$ cat config.mk
export PLATFORM = sky130hd
export DESIGN_NAME = codec_serial_control_power
export DESIGN_NICKNAME = d
export VERILOG_FILES = /design/src/codec_ctrl_pkg.sv /design/src/codec_serial_control_power.sv
export SDC_FILE = /design/constraint.sdc
export NUM_CORES = 1
export LEC_CHECK = 0
export ABC_AREA = 1
export BUFFER_PORTS_ARGS = -buffer_cell sky130_fd_sc_hd__buf_2
export CORE_UTILIZATION = 43
export DETAILED_ROUTE_END_ITERATION = 12
export GPL_ROUTABILITY_DRIVEN = 1
export GPL_TIMING_DRIVEN = 0
export REMOVE_ABC_BUFFERS = 1
export SYNTH_ARGS = -nofsm -noshare
export SYNTH_HDL_FRONTEND = slang
export SYNTH_SLANG_ARGS = --single-unit
$ cat constraint.sdc
create_clock -name pclk -period 4.58 [get_ports pclk]
set_input_delay 0.687 -clock pclk [delete_from_list [all_inputs] [get_ports pclk]]
set_output_delay 0.687 -clock pclk [all_outputs]
set_load 0.05 [all_outputs]
$ cat src/codec_ctrl_pkg.sv
// Package for the codec control block: register byte addresses, field positions,
// reset values and timing counts.
// Assumes a 125 MHz pclk domain; everything else is sampled into it.
package codec_ctrl_pkg;

  // ----------------------------------------------------------------
  // Register byte addresses on APB
  // ----------------------------------------------------------------
  localparam logic [7:0] ADDR_LAW_CLOCK_CONFIG = 8'h00;
  localparam logic [7:0] ADDR_PATH_SELECT = 8'h10;
  localparam logic [7:0] ADDR_TX_GAIN_SIDETONE = 8'h14;
  localparam logic [7:0] ADDR_RX_ATTENUATION = 8'h18;
  localparam logic [7:0] ADDR_TONE_LEVEL = 8'h1c;
  localparam logic [7:0] ADDR_POWER_CTRL = 8'h20;
  localparam logic [7:0] ADDR_STATUS = 8'h24;
  localparam logic [7:0] ADDR_SERIAL_RX = 8'h28;

  // ----------------------------------------------------------------
  // Field positions
  // ----------------------------------------------------------------
  localparam int LAW_A_BIT = 7;
  localparam int LAW_B_BIT = 6;
  localparam int MIC_SELECT_BIT = 7;
  localparam int TX_ENABLE_BIT = 6;
  localparam int HANDSFREE_BIT = 2;
  localparam int SPEAKER_BIT = 1;
  localparam int EARPIECE_BIT = 0;
  localparam int POWER_BIT = 0;
  localparam int SERIAL_CMD_BIT = 1;

  // ----------------------------------------------------------------
  // Reset values
  // ----------------------------------------------------------------
  localparam logic [7:0] RESET_LAW_CLOCK_CONFIG = 8'h00;
  localparam logic [7:0] RESET_PATH_SELECT = 8'h00;
  localparam logic [7:0] RESET_TX_GAIN_SIDETONE = 8'h00;
  localparam logic [7:0] RESET_RX_ATTENUATION = 8'h00;
  localparam logic [7:0] RESET_TONE_LEVEL = 8'h00;
  localparam logic [7:0] READBACK_FILL = 8'h00;

  // ----------------------------------------------------------------
  // Timing
  // ----------------------------------------------------------------
  localparam int CLOCK_PERIOD_NS = 8;
  // Master clock counts as lost after this long without an edge
  localparam int MCLK_LOSS_NS = 4000;
  localparam int MCLK_LOSS_CYCLES = MCLK_LOSS_NS / CLOCK_PERIOD_NS;
  localparam int FS_PULSES_TO_TX = 2;
  localparam int SLOT_BITS = 8;

  // ----------------------------------------------------------------
  // Carriers
  // ----------------------------------------------------------------
  typedef struct packed {
    logic mic_select;
    logic [3:0] tx_gain;
    logic [3:0] sidetone;
    logic sidetone_enable;
    logic tx_ground;
    logic [3:0] ear_atten;
    logic [3:0] speaker_atten;
    logic [3:0] tone_level;
    logic earpiece_route;
    logic speaker_route;
    logic handsfree_route;
    logic [1:0] law_select;
  } analog_ctrl_s;

  typedef struct packed {
    logic shift_clock;
    logic select_n;
    logic serial_in;
  } ctrl_port_s;

endpackage

$ cat src/codec_serial_control_power.sv
// Control side of a PCM voice codec: APB registers, serial control port,
// power sequencing, master clock loss detection and voice slot shifting.
// Assumes the serial port, strap, master clock, frame sync and receive pins are asynchronous to pclk and are synchronised here.
// Functional notes
// - Shift control/status bits out on falling shift clock edges while select low.
// - Sample serial input on rising shift clock edges while select low.
// - Shift clock is asynchronous; it is synchronised and edge detected.
// - Transfer control data only while select is held low.
// - Four address straps give bits C4..C7 of the first address byte; here they are only captured and read back in the status register.
// - Reset powers down, loads defaults, disables codec, latches interface strap.
// - Power bit 0 powers up, 1 powers down when an instruction is accepted.
// - After power up keep transmit output off until the second frame sync.
// - Power down keeps registers; registers writable in both power states.
// - Lost master clock forces reset power down, transmit and latch outputs off.
// - Path-select bit 7 picks the microphone pair.
// - Transmit-gain bits 4..7 set second-stage gain 0..15 dB.
// - Transmit enable low grounds transmit input and disables sidetone.
// - Two law bits choose companding law for encode and decode.
// - Encode byte shifts out in the selected transmit slot on rising edges; here always the slot that starts at frame sync.
// - Receive byte shifts in over 8 edges in the selected receive slot; here always the slot that starts at frame sync.
// - Path bits 1,0 route earpiece/speaker; another bit routes handsfree.
// - Attenuation bits 4..7 set earpiece attenuation 0..-15 dB.
// - Transmit-gain bits 0..3 set sidetone; tone bits 4..7 set tone level.
// - Attenuation bits 0..3 set loudspeaker attenuation 0..-30 dB.
// - Serial output is high impedance while select is high.
// - Instructions are two bytes except single-byte power command.
// - Interface strap high picks slot mode with serial port, low picks bus mode.
//
// The placing of the registers and register access over APB were decided locally.
`timescale 1ns/1ps
module codec_serial_control_power
  import codec_ctrl_pkg::*;
#(
  parameter int MCLK_LOSS_LIMIT = MCLK_LOSS_CYCLES
) (
  input wire logic pclk,
  input wire logic presetn,
  input wire logic clk_en,
  input wire logic psel,
  input wire logic penable,
  input wire logic pwrite,
  input wire logic [7:0] paddr,
  input wire logic [31:0] pwdata,
  output logic [31:0] prdata,
  output logic pready,
  output logic pslverr,
  input wire logic ctrl_shift_clock,
  input wire logic ctrl_select_n,
  input wire logic ctrl_serial_in,
  output logic ctrl_serial_out,
  output logic ctrl_serial_out_oe_n,
  input wire logic [3:0] bus_address_straps,
  input wire logic interface_select_strap,
  input wire logic master_bit_clock,
  input wire logic frame_sync,
  input wire logic rx_data_in,
  output logic tx_data_out,
  output logic tx_data_out_oe_n,
  output logic open_drain_latch_out,
  output logic open_drain_latch_out_oe_n,
  input wire logic [7:0] encoded_sample,
  output logic [7:0] received_sample,
  output logic received_valid,
  output logic powered_up,
  output analog_ctrl_s analog_ctrl
);

  // Limit must fit the 16-bit idle counter
  if (MCLK_LOSS_LIMIT < 2 || MCLK_LOSS_LIMIT > 65535) begin : g_bad_limit
    $error("MCLK_LOSS_LIMIT out of range");
  end

  // ----------------------------------------------------------------
  // Input synchronisers
  // ----------------------------------------------------------------
  ctrl_port_s port_meta, port_sync, port_prev;
  logic [1:0] mclk_meta, mclk_sync;
  logic [1:0] fs_meta, fs_sync;
  logic [1:0] rx_meta, rx_sync;
  logic [4:0] strap_meta, strap_sync;
  logic mclk_prev, fs_prev;
  // Idle pin levels, so no false shift clock edge or select follows reset
  localparam ctrl_port_s PORT_IDLE = '{shift_clock: 1'b0, select_n: 1'b1, serial_in: 1'b1};

  always_ff @(posedge pclk or negedge presetn) begin
    if (!presetn) begin
      port_meta <= PORT_IDLE;
      port_sync <= PORT_IDLE;
      port_prev <= PORT_IDLE;
      mclk_meta <= '0;
      mclk_sync <= '0;
      fs_meta <= '0;
      fs_sync <= '0;
      rx_meta <= '0;
      rx_sync <= '0;
      strap_meta <= '0;
      strap_sync <= '0;
      mclk_prev <= 1'b0;
      fs_prev <= 1'b0;
    end else if (clk_en) begin
      port_meta <= '{ctrl_shift_clock, ctrl_select_n, ctrl_serial_in};
      port_sync <= port_meta;
      port_prev <= port_sync;
      mclk_meta <= {mclk_meta[0], master_bit_clock};
      mclk_sync <= {mclk_sync[0], mclk_meta[1]};
      fs_meta <= {fs_meta[0], frame_sync};
      fs_sync <= {fs_sync[0], fs_meta[1]};
      rx_meta <= {rx_meta[0], rx_data_in};
      rx_sync <= {rx_sync[0], rx_meta[1]};
      strap_meta <= {interface_select_strap, bus_address_straps};
      strap_sync <= strap_meta;
      mclk_prev <= mclk_sync[1];
      fs_prev <= fs_sync[1];
    end
  end

  logic sclk_rise, sclk_fall, sel_active;
  logic mclk_rise, mclk_fall, fs_rise;
  assign sel_active = !port_sync.select_n;
  assign sclk_rise = sel_active && port_sync.shift_clock && !port_prev.shift_clock;
  assign sclk_fall = sel_active && !port_sync.shift_clock && port_prev.shift_clock;
  assign mclk_rise = mclk_sync[1] && !mclk_prev;
  assign mclk_fall = !mclk_sync[1] && mclk_prev;
  assign fs_rise = fs_sync[1] && !fs_prev;

  // ----------------------------------------------------------------
  // Strap capture after reset release
  // ----------------------------------------------------------------
  logic [1:0] strap_wait;
  logic slot_mode;
  logic [3:0] bus_address;

  always_ff @(posedge pclk or negedge presetn) begin
    if (!presetn) begin
      strap_wait <= 2'd0;
      slot_mode <= 1'b0;
      bus_address <= 4'h0;
    end else if (clk_en && strap_wait != 2'd3) begin
      strap_wait <= strap_wait + 2'd1;
      slot_mode <= strap_sync[4];
      bus_address <= strap_sync[3:0];
    end
  end

  // ----------------------------------------------------------------
  // Control registers
  // ----------------------------------------------------------------
  logic [7:0] law_clock_config_reg, path_select_reg, tx_gain_sidetone_reg;
  logic [7:0] rx_attenuation_reg, tone_level_reg;
  logic power_down;
  logic mclk_lost;
  logic [7:0] serial_last;

  // Serial instruction: byte 1 = {reg index[7:5], 3'b0, read, power}; index 1..3 is one byte
  logic [7:0] shift_in;
  logic [3:0] bit_count;
  logic have_first, reading;
  logic [7:0] first_byte, shift_out;
  logic serial_write, serial_power;
  logic [2:0] serial_index;
  logic [7:0] serial_data;

  function automatic logic [7:0] read_reg(input logic [2:0] idx);
    case (idx)
      3'd0: read_reg = law_clock_config_reg;
      3'd4: read_reg = path_select_reg;
      3'd5: read_reg = tx_gain_sidetone_reg;
      3'd6: read_reg = rx_attenuation_reg;
      3'd7: read_reg = tone_level_reg;
      default: read_reg = READBACK_FILL;
    endcase
  endfunction

  logic apb_write;
  assign apb_write = psel && penable && pwrite;

  // Serial writes win over APB writes in the same cycle; both paths work in
  // either power state since the registers are never gated by it.
  always_ff @(posedge pclk or negedge presetn) begin
    if (!presetn) begin
      law_clock_config_reg <= RESET_LAW_CLOCK_CONFIG;
      path_select_reg <= RESET_PATH_SELECT;
      tx_gain_sidetone_reg <= RESET_TX_GAIN_SIDETONE;
      rx_attenuation_reg <= RESET_RX_ATTENUATION;
      tone_level_reg <= RESET_TONE_LEVEL;
    end else if (clk_en) begin
      if (serial_write) begin
        case (serial_index)
          3'd0: law_clock_config_reg <= serial_data;
          3'd4: path_select_reg <= serial_data;
          3'd5: tx_gain_sidetone_reg <= serial_data;
          3'd6: rx_attenuation_reg <= serial_data;
          3'd7: tone_level_reg <= serial_data;
          default: ;
        endcase
      end else if (apb_write) begin
        case (paddr)
          ADDR_LAW_CLOCK_CONFIG: law_clock_config_reg <= pwdata[7:0];
          ADDR_PATH_SELECT: path_select_reg <= pwdata[7:0];
          ADDR_TX_GAIN_SIDETONE: tx_gain_sidetone_reg <= pwdata[7:0];
          ADDR_RX_ATTENUATION: rx_attenuation_reg <= pwdata[7:0];
          ADDR_TONE_LEVEL: tone_level_reg <= pwdata[7:0];
          default: ;
        endcase
      end
    end
  end

  // ----------------------------------------------------------------
  // Serial control port
  // ----------------------------------------------------------------
  always_ff @(posedge pclk or negedge presetn) begin
    if (!presetn) begin
      shift_in <= 8'h00;
      bit_count <= 4'd0;
      have_first <= 1'b0;
      reading <= 1'b0;
      first_byte <= 8'h00;
      shift_out <= 8'h00;
      serial_write <= 1'b0;
      serial_power <= 1'b0;
      serial_index <= 3'd0;
      serial_data <= 8'h00;
      serial_last <= 8'h00;
      ctrl_serial_out <= 1'b0;
    end else if (clk_en) begin
      serial_write <= 1'b0;
      serial_power <= 1'b0;
      if (!slot_mode) begin
        bit_count <= 4'd0;
        have_first <= 1'b0;
        reading <= 1'b0;
      end else begin
        if (sclk_rise) begin
          shift_in <= {shift_in[6:0], port_sync.serial_in};
          bit_count <= (bit_count == 4'd7) ? 4'd0 : bit_count + 4'd1;
          if (bit_count == 4'd7) begin
            if (reading) begin
              reading <= 1'b0;
              have_first <= 1'b0;
            end else if (!have_first) begin
              first_byte <= {shift_in[6:0], port_sync.serial_in};
              serial_power <= 1'b1;
              if (shift_in[6:4] == 3'd0 || shift_in[6]) begin
                have_first <= 1'b1;
                reading <= shift_in[0];
                shift_out <= read_reg(shift_in[6:4]);
              end
            end else begin
              have_first <= 1'b0;
              serial_write <= 1'b1;
              serial_index <= first_byte[7:5];
              serial_data <= {shift_in[6:0], port_sync.serial_in};
              serial_last <= {shift_in[6:0], port_sync.serial_in};
            end
          end
        end
        if (sclk_fall && reading) begin
          ctrl_serial_out <= shift_out[7];
          shift_out <= {shift_out[6:0], 1'b0};
        end
      end
    end
  end

  // Tristate between select pulses so several devices can share the line
  assign ctrl_serial_out_oe_n = !(slot_mode && sel_active && reading);

  // ----------------------------------------------------------------
  // Power state and clock loss
  // ----------------------------------------------------------------
  logic [15:0] mclk_idle;
  logic [1:0] fs_count;
  logic apb_power_write;
  assign apb_power_write = apb_write && paddr == ADDR_POWER_CTRL;

  always_ff @(posedge pclk or negedge presetn) begin
    if (!presetn) begin
      mclk_idle <= 16'd0;
      mclk_lost <= 1'b1;
    end else if (clk_en) begin
      if (mclk_rise || mclk_fall) begin
        mclk_idle <= 16'd0;
        mclk_lost <= 1'b0;
      end else if (mclk_idle >= 16'(MCLK_LOSS_LIMIT - 1)) begin
        mclk_lost <= 1'b1;
      end else begin
        mclk_idle <= mclk_idle + 16'd1;
      end
    end
  end

  always_ff @(posedge pclk or negedge presetn) begin
    if (!presetn) begin
      power_down <= 1'b1;
      fs_count <= 2'd0;
    end else if (clk_en) begin
      if (mclk_lost) begin
        power_down <= 1'b1;
      end else if (serial_power) begin
        power_down <= first_byte[POWER_BIT];
      end else if (apb_power_write) begin
        power_down <= pwdata[POWER_BIT];
      end
      if (power_down || mclk_lost) begin
        fs_count <= 2'd0;
      end else if (fs_rise && fs_count != 2'(FS_PULSES_TO_TX)) begin
        fs_count <= fs_count + 2'd1;
      end
    end
  end

  assign powered_up = !power_down;

  // ----------------------------------------------------------------
  // Voice slot shifting
  // ----------------------------------------------------------------
  logic [3:0] slot_bit;
  logic in_slot;
  logic [7:0] tx_shift, rx_shift;
  logic tx_allowed;
  assign tx_allowed = fs_count == 2'(FS_PULSES_TO_TX) && !mclk_lost;

  always_ff @(posedge pclk or negedge presetn) begin
    if (!presetn) begin
      slot_bit <= 4'd0;
      in_slot <= 1'b0;
      tx_shift <= 8'h00;
      rx_shift <= 8'h00;
      tx_data_out <= 1'b1;
      received_sample <= 8'h00;
      received_valid <= 1'b0;
    end else if (clk_en) begin
      received_valid <= 1'b0;
      if (fs_rise && !power_down) begin
        in_slot <= 1'b1;
        slot_bit <= 4'd0;
        tx_shift <= encoded_sample;
      end else if (in_slot && mclk_rise) begin
        tx_data_out <= tx_shift[7];
        tx_shift <= {tx_shift[6:0], 1'b0};
      end else if (in_slot && mclk_fall) begin
        rx_shift <= {rx_shift[6:0], rx_sync[1]};
        slot_bit <= slot_bit + 4'd1;
        if (slot_bit == 4'(SLOT_BITS - 1)) begin
          in_slot <= 1'b0;
          received_sample <= {rx_shift[6:0], rx_sync[1]};
          received_valid <= 1'b1;
        end
      end
    end
  end

  assign tx_data_out_oe_n = !(in_slot && tx_allowed && !power_down);
  assign open_drain_latch_out = 1'b0;
  assign open_drain_latch_out_oe_n = !(law_clock_config_reg[0] && !mclk_lost);

  // ----------------------------------------------------------------
  // Analog control fields
  // ----------------------------------------------------------------
  always_comb begin
    analog_ctrl.mic_select = path_select_reg[MIC_SELECT_BIT];
    analog_ctrl.tx_gain = tx_gain_sidetone_reg[7:4];
    analog_ctrl.sidetone = tx_gain_sidetone_reg[3:0];
    analog_ctrl.tx_ground = !path_select_reg[TX_ENABLE_BIT] || power_down;
    analog_ctrl.sidetone_enable = path_select_reg[TX_ENABLE_BIT] && !power_down;
    analog_ctrl.ear_atten = rx_attenuation_reg[7:4];
    analog_ctrl.speaker_atten = rx_attenuation_reg[3:0];
    analog_ctrl.tone_level = tone_level_reg[7:4];
    analog_ctrl.earpiece_route = path_select_reg[EARPIECE_BIT];
    analog_ctrl.speaker_route = path_select_reg[SPEAKER_BIT];
    analog_ctrl.handsfree_route = path_select_reg[HANDSFREE_BIT];
    analog_ctrl.law_select = {law_clock_config_reg[LAW_A_BIT],
                              law_clock_config_reg[LAW_B_BIT]};
  end

  // ----------------------------------------------------------------
  // APB read and answer
  // ----------------------------------------------------------------
  logic mapped;
  always_comb begin
    case (paddr)
      ADDR_LAW_CLOCK_CONFIG, ADDR_PATH_SELECT, ADDR_TX_GAIN_SIDETONE,
      ADDR_RX_ATTENUATION, ADDR_TONE_LEVEL, ADDR_POWER_CTRL, ADDR_STATUS,
      ADDR_SERIAL_RX: mapped = 1'b1;
      default: mapped = 1'b0;
    endcase
  end

  assign pready = 1'b1;
  assign pslverr = psel && penable && !mapped;

  always_ff @(posedge pclk or negedge presetn) begin
    if (!presetn) begin
      prdata <= 32'h00000000;
    end else if (clk_en && psel && !penable && !pwrite) begin
      case (paddr)
        ADDR_LAW_CLOCK_CONFIG: prdata <= {24'h000000, law_clock_config_reg};
        ADDR_PATH_SELECT: prdata <= {24'h000000, path_select_reg};
        ADDR_TX_GAIN_SIDETONE: prdata <= {24'h000000, tx_gain_sidetone_reg};
        ADDR_RX_ATTENUATION: prdata <= {24'h000000, rx_attenuation_reg};
        ADDR_TONE_LEVEL: prdata <= {24'h000000, tone_level_reg};
        ADDR_POWER_CTRL: prdata <= {31'h00000000, power_down};
        ADDR_STATUS: prdata <= {24'h000000, mclk_lost, slot_mode, fs_count, bus_address};
        ADDR_SERIAL_RX: prdata <= {24'h000000, serial_last};
        default: prdata <= 32'h00000000;
      endcase
    end
  end

endmodule

==> results of run 1 <==
metrics by stage:
step,instance area (um^2),worst slack (ns),util
after CTS,9748,1.484,0.4960
after detailed placement,9164,1.228,0.4663
after global routing,9748,1.332,0.4960
after floorplan,8317,1.368,-
final,9748,1.469,0.4960
after global placement,9109,-0.09100,0.4635
cells by family after synthesis:
logic type | share of synthesized area
xor gates and xnor gates | 0.008060
buffers and inverters | 0.09729
AOI/OAI and AO/OA | 0.09370
DFF | 0.5047
and+or+nand+nor | 0.2827
other | 0.0008639
adders and majority gates | 0.01007
muxes | 0.002590
report_power, final:
group          switching, mW  internal, mW
Sequential             0.241          1.78
Clock                  0.673         0.789
Combinational          0.583         0.229
cells in the mapped netlist, drive strengths merged:
master,n
a21oi,10
a22o,1
and3,1
buf,59
clkbuf,20
conb,2
dfrtp,168
dfstp,7
ha,7
inv,101
mux2,2
nand2,335
nand3,96
nand3b,1
nand4,23
nor2,102
nor3,11
nor3b,4
o211ai,8
o21ai,126
o21bai,1
o22ai,1
o31ai,3
or2,1
xnor2,3
xor2,5
placed cells by master (no fill, tap or decap), drive strengths merged:
master	instances
inv	110
nor3	11
o22ai	1
bufinv	1
a21oi	10
buf	94
nand3	96
mux2	2
xor2	5
o21bai	1
or2	1
conb	26
nor3b	4
nand2	335
o21ai	126
a22o	1
dfstp	7
and3	1
nor2	102
o31ai	3
nand4	23
ha	7
xnor2	3
nand3b	1
dfrtp	168
clkbuf	19
clkinv	3
o211ai	8
routing by layer:
layer	share of wire	up-vias	GRT usage
met5	0	-	0
met4	0.031	0	0.1053
met3	0.046	38	0.03576
met1	0.46	3282	0.2857
met2	0.47	172	0.3519
li1	-	3582	-
how the worst max path moves through the flow:
stage               startpoint              to  slack, ns  cells past startpoint
floorplan             paddr[6]         pslverr       1.37                      6
CTS                   paddr[6]         pslverr       1.48                      8
global route            clk_en  serial_data[4]       1.33                      5
finish                paddr[6]         pslverr       1.47                      8
global placement       presetn    port_sync[2]      -0.09                      1
detailed placement      clk_en  serial_data[6]       1.23                      5
cell type report:
cell class / instances / area [um^2] / area share
inverters: 101 / 379.1 / 0.03889
clock buffers: 19 / 442.9 / 0.04544
multi-input cells: 767 / 3552 / 0.3644
clock inverters: 13 / 141.4 / 0.01450
repair buffers: 94 / 513.0 / 0.05262
well taps: 265 / 331.6 / 0.03401
flip-flops and latches: 175 / 4388 / 0.4501
==> out/results.ini, run 1 <==
[run_status]
outcome = completed

[floorplan]
rows = 51
dieArea_mm2 = 0.02079
core_mm2 = 0.01965
initial_core_util = 0.4423
die_h_um = 144.2
io_pins = 143
die_x_um = 144.2

[place]
dp_hpwl_um = 14270
place_congestion = 0.8535
portBuffers = 92
placedCellCount = 1402

[job]
maxCapViolations = 0

[logic_synthesis]
synth_area_per_cell_um2 = 7.917
yosys.area.top_type = dfrtp_1
synth_area_leaders = dfrtp_1, nand2_1, nand3_1
synth_seq_cells = 175
yosys_warnings = 0
synth_seq_area_share = 0.5047
synth_area_mm2 = 0.008693
synth_cells = 1098
synth_top_cell_area_share = 0.4836
synth_cell_types = 40

[timing]
setup_viol_count_final = 0
skew_ns = 0.008661
relSlewSlack = 0.3799
fmax_mhz = 321.4
period_minus_slack_ns = 3.111
finalMaxSlewViolations = 0
worst_pin_slew_ns = 0.9302
min_period_over_period = 0.6794
rsz0062_at_grt = no
tns_ns = 0
whs_ns = 0.1658
hold_viol_final = 0

[worst_setup_path]
ff2ff_path_depth = 4
r2r-end = serial_data[6]
regToRegSetupSlack_ns = 2.28
end_kind = primary output
path_delay_family = simple AND/OR/NAND/NOR gates
r2r-start = slot_mode
cp_cell_sequence = buf_2 > inv_1 > nand2_1 > nor2_2 > nand2_1 > nand3_1 > nor3_1 > buf_2
critical_path.max_fanout = 13
crit_arrival_ns = 2.42
crit_path_max_incr_delay_ns = 0.51
cp_num_buf_inv = 3
slowest_stage = nor2_2
cp-start-kind = input port
crit_type = input port to primary output
required_ns = 3.89

[final_layout]
top_register = mclk_idle
largest_register_ffs = 16
antenna_cells = 0
layout.cells.non_filler = 1434
drive_gt1_frac = 0.1377
nNetsFinal = 1228
area_delta_synth_final_pct = 12.13
nFillCells = 2000

[cts]
clk_path_buf_depth = 2
post_cts_resized = 0
cts_sinks = 175
clk_pin_slew_worst_paths_ns = 0.07
htree_levels = 4
cts_tree = done
clk_latency_ns = 0.44
cts_made_buffers = 17
cts_setup_buffers = 0
hold_buffers = 0
clockRootBuffer = clkbuf_16

[global_routing]
globalRoute.totalOverflow = 0
grt_max_degree = 121
grt_usage = 0.2182
grt_pass1_vias = 6727
grt_pass1_wl_um = 34580
antenna_found_initial = 0

[routing]
first_iter_violations = 485
num_vias = 7074
antenna_left = 0
drcViolationCount = 0
totalWireLength_um = 20880
firstDrtPassIters = 5
wl_per_cell_um = 14.56
vias_per_cell = 4.933

[power_and_ir_drop]
ir_drop_uv = 263.4
power_density_mw_per_mm2 = 440.9
p_leak_nw = 4.993
p_total_mw = 4.298

[hold_path]
hp-class = input port to asynchronous set/reset pin

No activity file was read; power rests on OpenSTA's default activity.
==> run 2: changes to the inputs <==
clock period = 2.9 ns   (was 4.58 ns; I/O delays follow)
==> run 2 against run 1 <==
  * Sequential power grew 58%
  * Combinational power grew 59%
  * Setup slack lost 1.2 ns
  * Final area grew 0.17%
  * Count of clock-buffer cells in the layout is the same
  * Cell count grew 0.14%
  * Power grew 58%
  * Core utilization grew 0.083 points
  * Non-clock buffer count grew 1
  * Sequential cell count is the same
  * First-iteration DRC count shrank 2.3%
  * Critical endpoint unchanged
  * Largest cell class unchanged
  * Largest power group unchanged
  * Highest routed layer unchanged
==> out/results.ini, run 2 (synthesized netlist as in run 1, its figures left out) <==
[cts]
clk_path_buf_depth = 2
clockRootBuffer = clkbuf_16
cts_made_buffers = 17
cts_sinks = 175
cts_tree = done
htree_levels = 4
clk_pin_slew_worst_paths_ns = 0.07
cts_setup_buffers = 0
clk_latency_ns = 0.44

[place]
dp_hpwl_um = 14270
portBuffers = 92
placedCellCount = 1402
place_congestion = 0.8535
dpl-instance-area_mm2 = 0.009164

[timing]
min_period_over_period = 0.9046
relSlewSlack = 0.3781
rsz0062_at_grt = no
hold_viol_final = 0
period_minus_slack_ns = 2.623
worst_pin_slew_ns = 0.9329
whs_ns = 0.1943
tns_ns = 0
skew_ns = 0.009490
finalMaxSlewViolations = 0
setup_viol_count_final = 0
fmax_mhz = 381.2

[routing]
vias_per_cell = 4.948
firstDrtPassIters = 5
antenna_left = 0
drcViolationCount = 0
num_vias = 7105
totalWireLength_um = 21170
wl_met3_um = 1038
dr.max_layer_used = met4
wl_per_cell_um = 14.74
wl_met2_um = 9964
first_iter_violations = 474
wl_met1_um = 9502

[worst_setup_path]
crit_path_max_incr_delay_ns = 0.52
required_ns = 2.47
critical_path.max_fanout = 13
end_kind = primary output
cp-start-kind = input port
path_delay_family = simple AND/OR/NAND/NOR gates
crit_arrival_ns = 2.19
slowest_stage = nor2_2
cp_cell_sequence = buf_2 > inv_1 > nand2_1 > nor2_2 > nand2_1 > nand3_1 > nor3_1 > buf_2
crit_type = input port to primary output
cp_num_buf_inv = 3

[power_and_ir_drop]
p_leak_nw = 4.997
ir_drop_uv = 417.5
p_int_mw = 4.422
power_density_mw_per_mm2 = 696.9
p_sw_frac = 0.3501
seqPwrFrac = 0.470
pwr-share-comb = 0.190
switching_power_mw = 2.382
p_clk_frac = 0.340

[floorplan]
core_mm2 = 0.01965
die_x_um = 144.2
dieArea_mm2 = 0.02079
die_h_um = 144.2
rows = 51
io_pins = 143
initial_core_util = 0.4423

[final_layout]
antenna_cells = 0
nNetsFinal = 1230
drive_gt1_frac = 0.1375
postLayoutCellArea_mm2 = 0.009764
final_common_cell = nand2_1
layout.cells.non_filler = 1436
nFillCells = 1998
area_delta_synth_final_pct = 12.32
final_cell_mix = nand2_1, dfrtp_1, nor2_1
largest_register_ffs = 16
top_register = mclk_idle

[global_routing]
globalRoute.totalOverflow = 0
antenna_found_initial = 0
grt_usage = 0.2182
grt_max_degree = 121
grt_pass1_wl_um = 34580
grt_pass1_vias = 6727

[job]
maxCapViolations = 0

[run_status]
outcome = completed

[hold_path]
hp-class = input port to register

run 2: area by class of cell:
cell class / count / area, um^2 / area share
clock inverter: 13 / 141.4 / 0.01448
multi-input combinational: 768 / 3558 / 0.3644
inverter: 101 / 379.1 / 0.03883
timing repair buffer: 95 / 523.0 / 0.05356
clock buffer: 19 / 442.9 / 0.04536
sequential: 175 / 4388 / 0.4494
tap: 265 / 331.6 / 0.03396
run 2: metal layers:
| metal | global-route usage | vias to the layer above |
|---|---|---|
| met5 | 0 | - |
| met4 | 0.1053 | 0 |
| met3 | 0.03576 | 36 |
| met2 | 0.3519 | 185 |
| met1 | 0.2857 | 3290 |
| li1 | - | 3594 |
run 2: stage by stage:
stage	power (mW)	setup slack, ns	util
finish	6.805	0.2768	0.4968
global route	7.187	0.1840	0.4968
CTS	6.860	0.2560	0.4965
detailed placement	4.524	-0.1997	0.4663
global placement	4.480	-1.519	0.4635
floorplan	4.036	0.1919	-
run 2: power groups by stage:
stage / registers (mW) / logic (mW) / clock network [mW]
after global routing: 3.25 / 1.48 / 2.46
after detailed placement: 3.23 / 1.29 / 0
after CTS: 3.19 / 1.30 / 2.37
final: 3.20 / 1.29 / 2.31
after global placement: 3.22 / 1.26 / 0
after floorplan: 3.18 / 0.854 / 0
run 2: path summary, 6_finish.rpt:
path | start | slack (ns) | to | cells after the start
worst max-delay path | paddr[6] | 0.28 | pslverr | 8
worst min-delay path | master_bit_clock | 0.19 | mclk_meta[0] | 3
worst max register to register | shift_in[6] | 0.63 | shift_out[7] | 7
worst min register to register | port_meta[1] | 0.46 | port_meta[1] | 2
max in group asynchronous | presetn | 1.46 | port_meta[2] | 3
min in group asynchronous | presetn | 0.51 | prdata[3] | 2
run 2: timing repair:
item,in CTS,in global routing
setup endpoints to repair,0,7
hold buffers,1,0
endpoints found under the hold margin,55,0
resized for setup,0,0
run 2: worst reg2reg max path, delay by kind of cell (launching register included):
kind | cells | cell delay (ns)
buffers and inverters | 1 | 0.30
AOI/OAI and AO/OA | 1 | 0.21
DFF | 1 | 0.93
and+or+nand+nor | 5 | 0.72
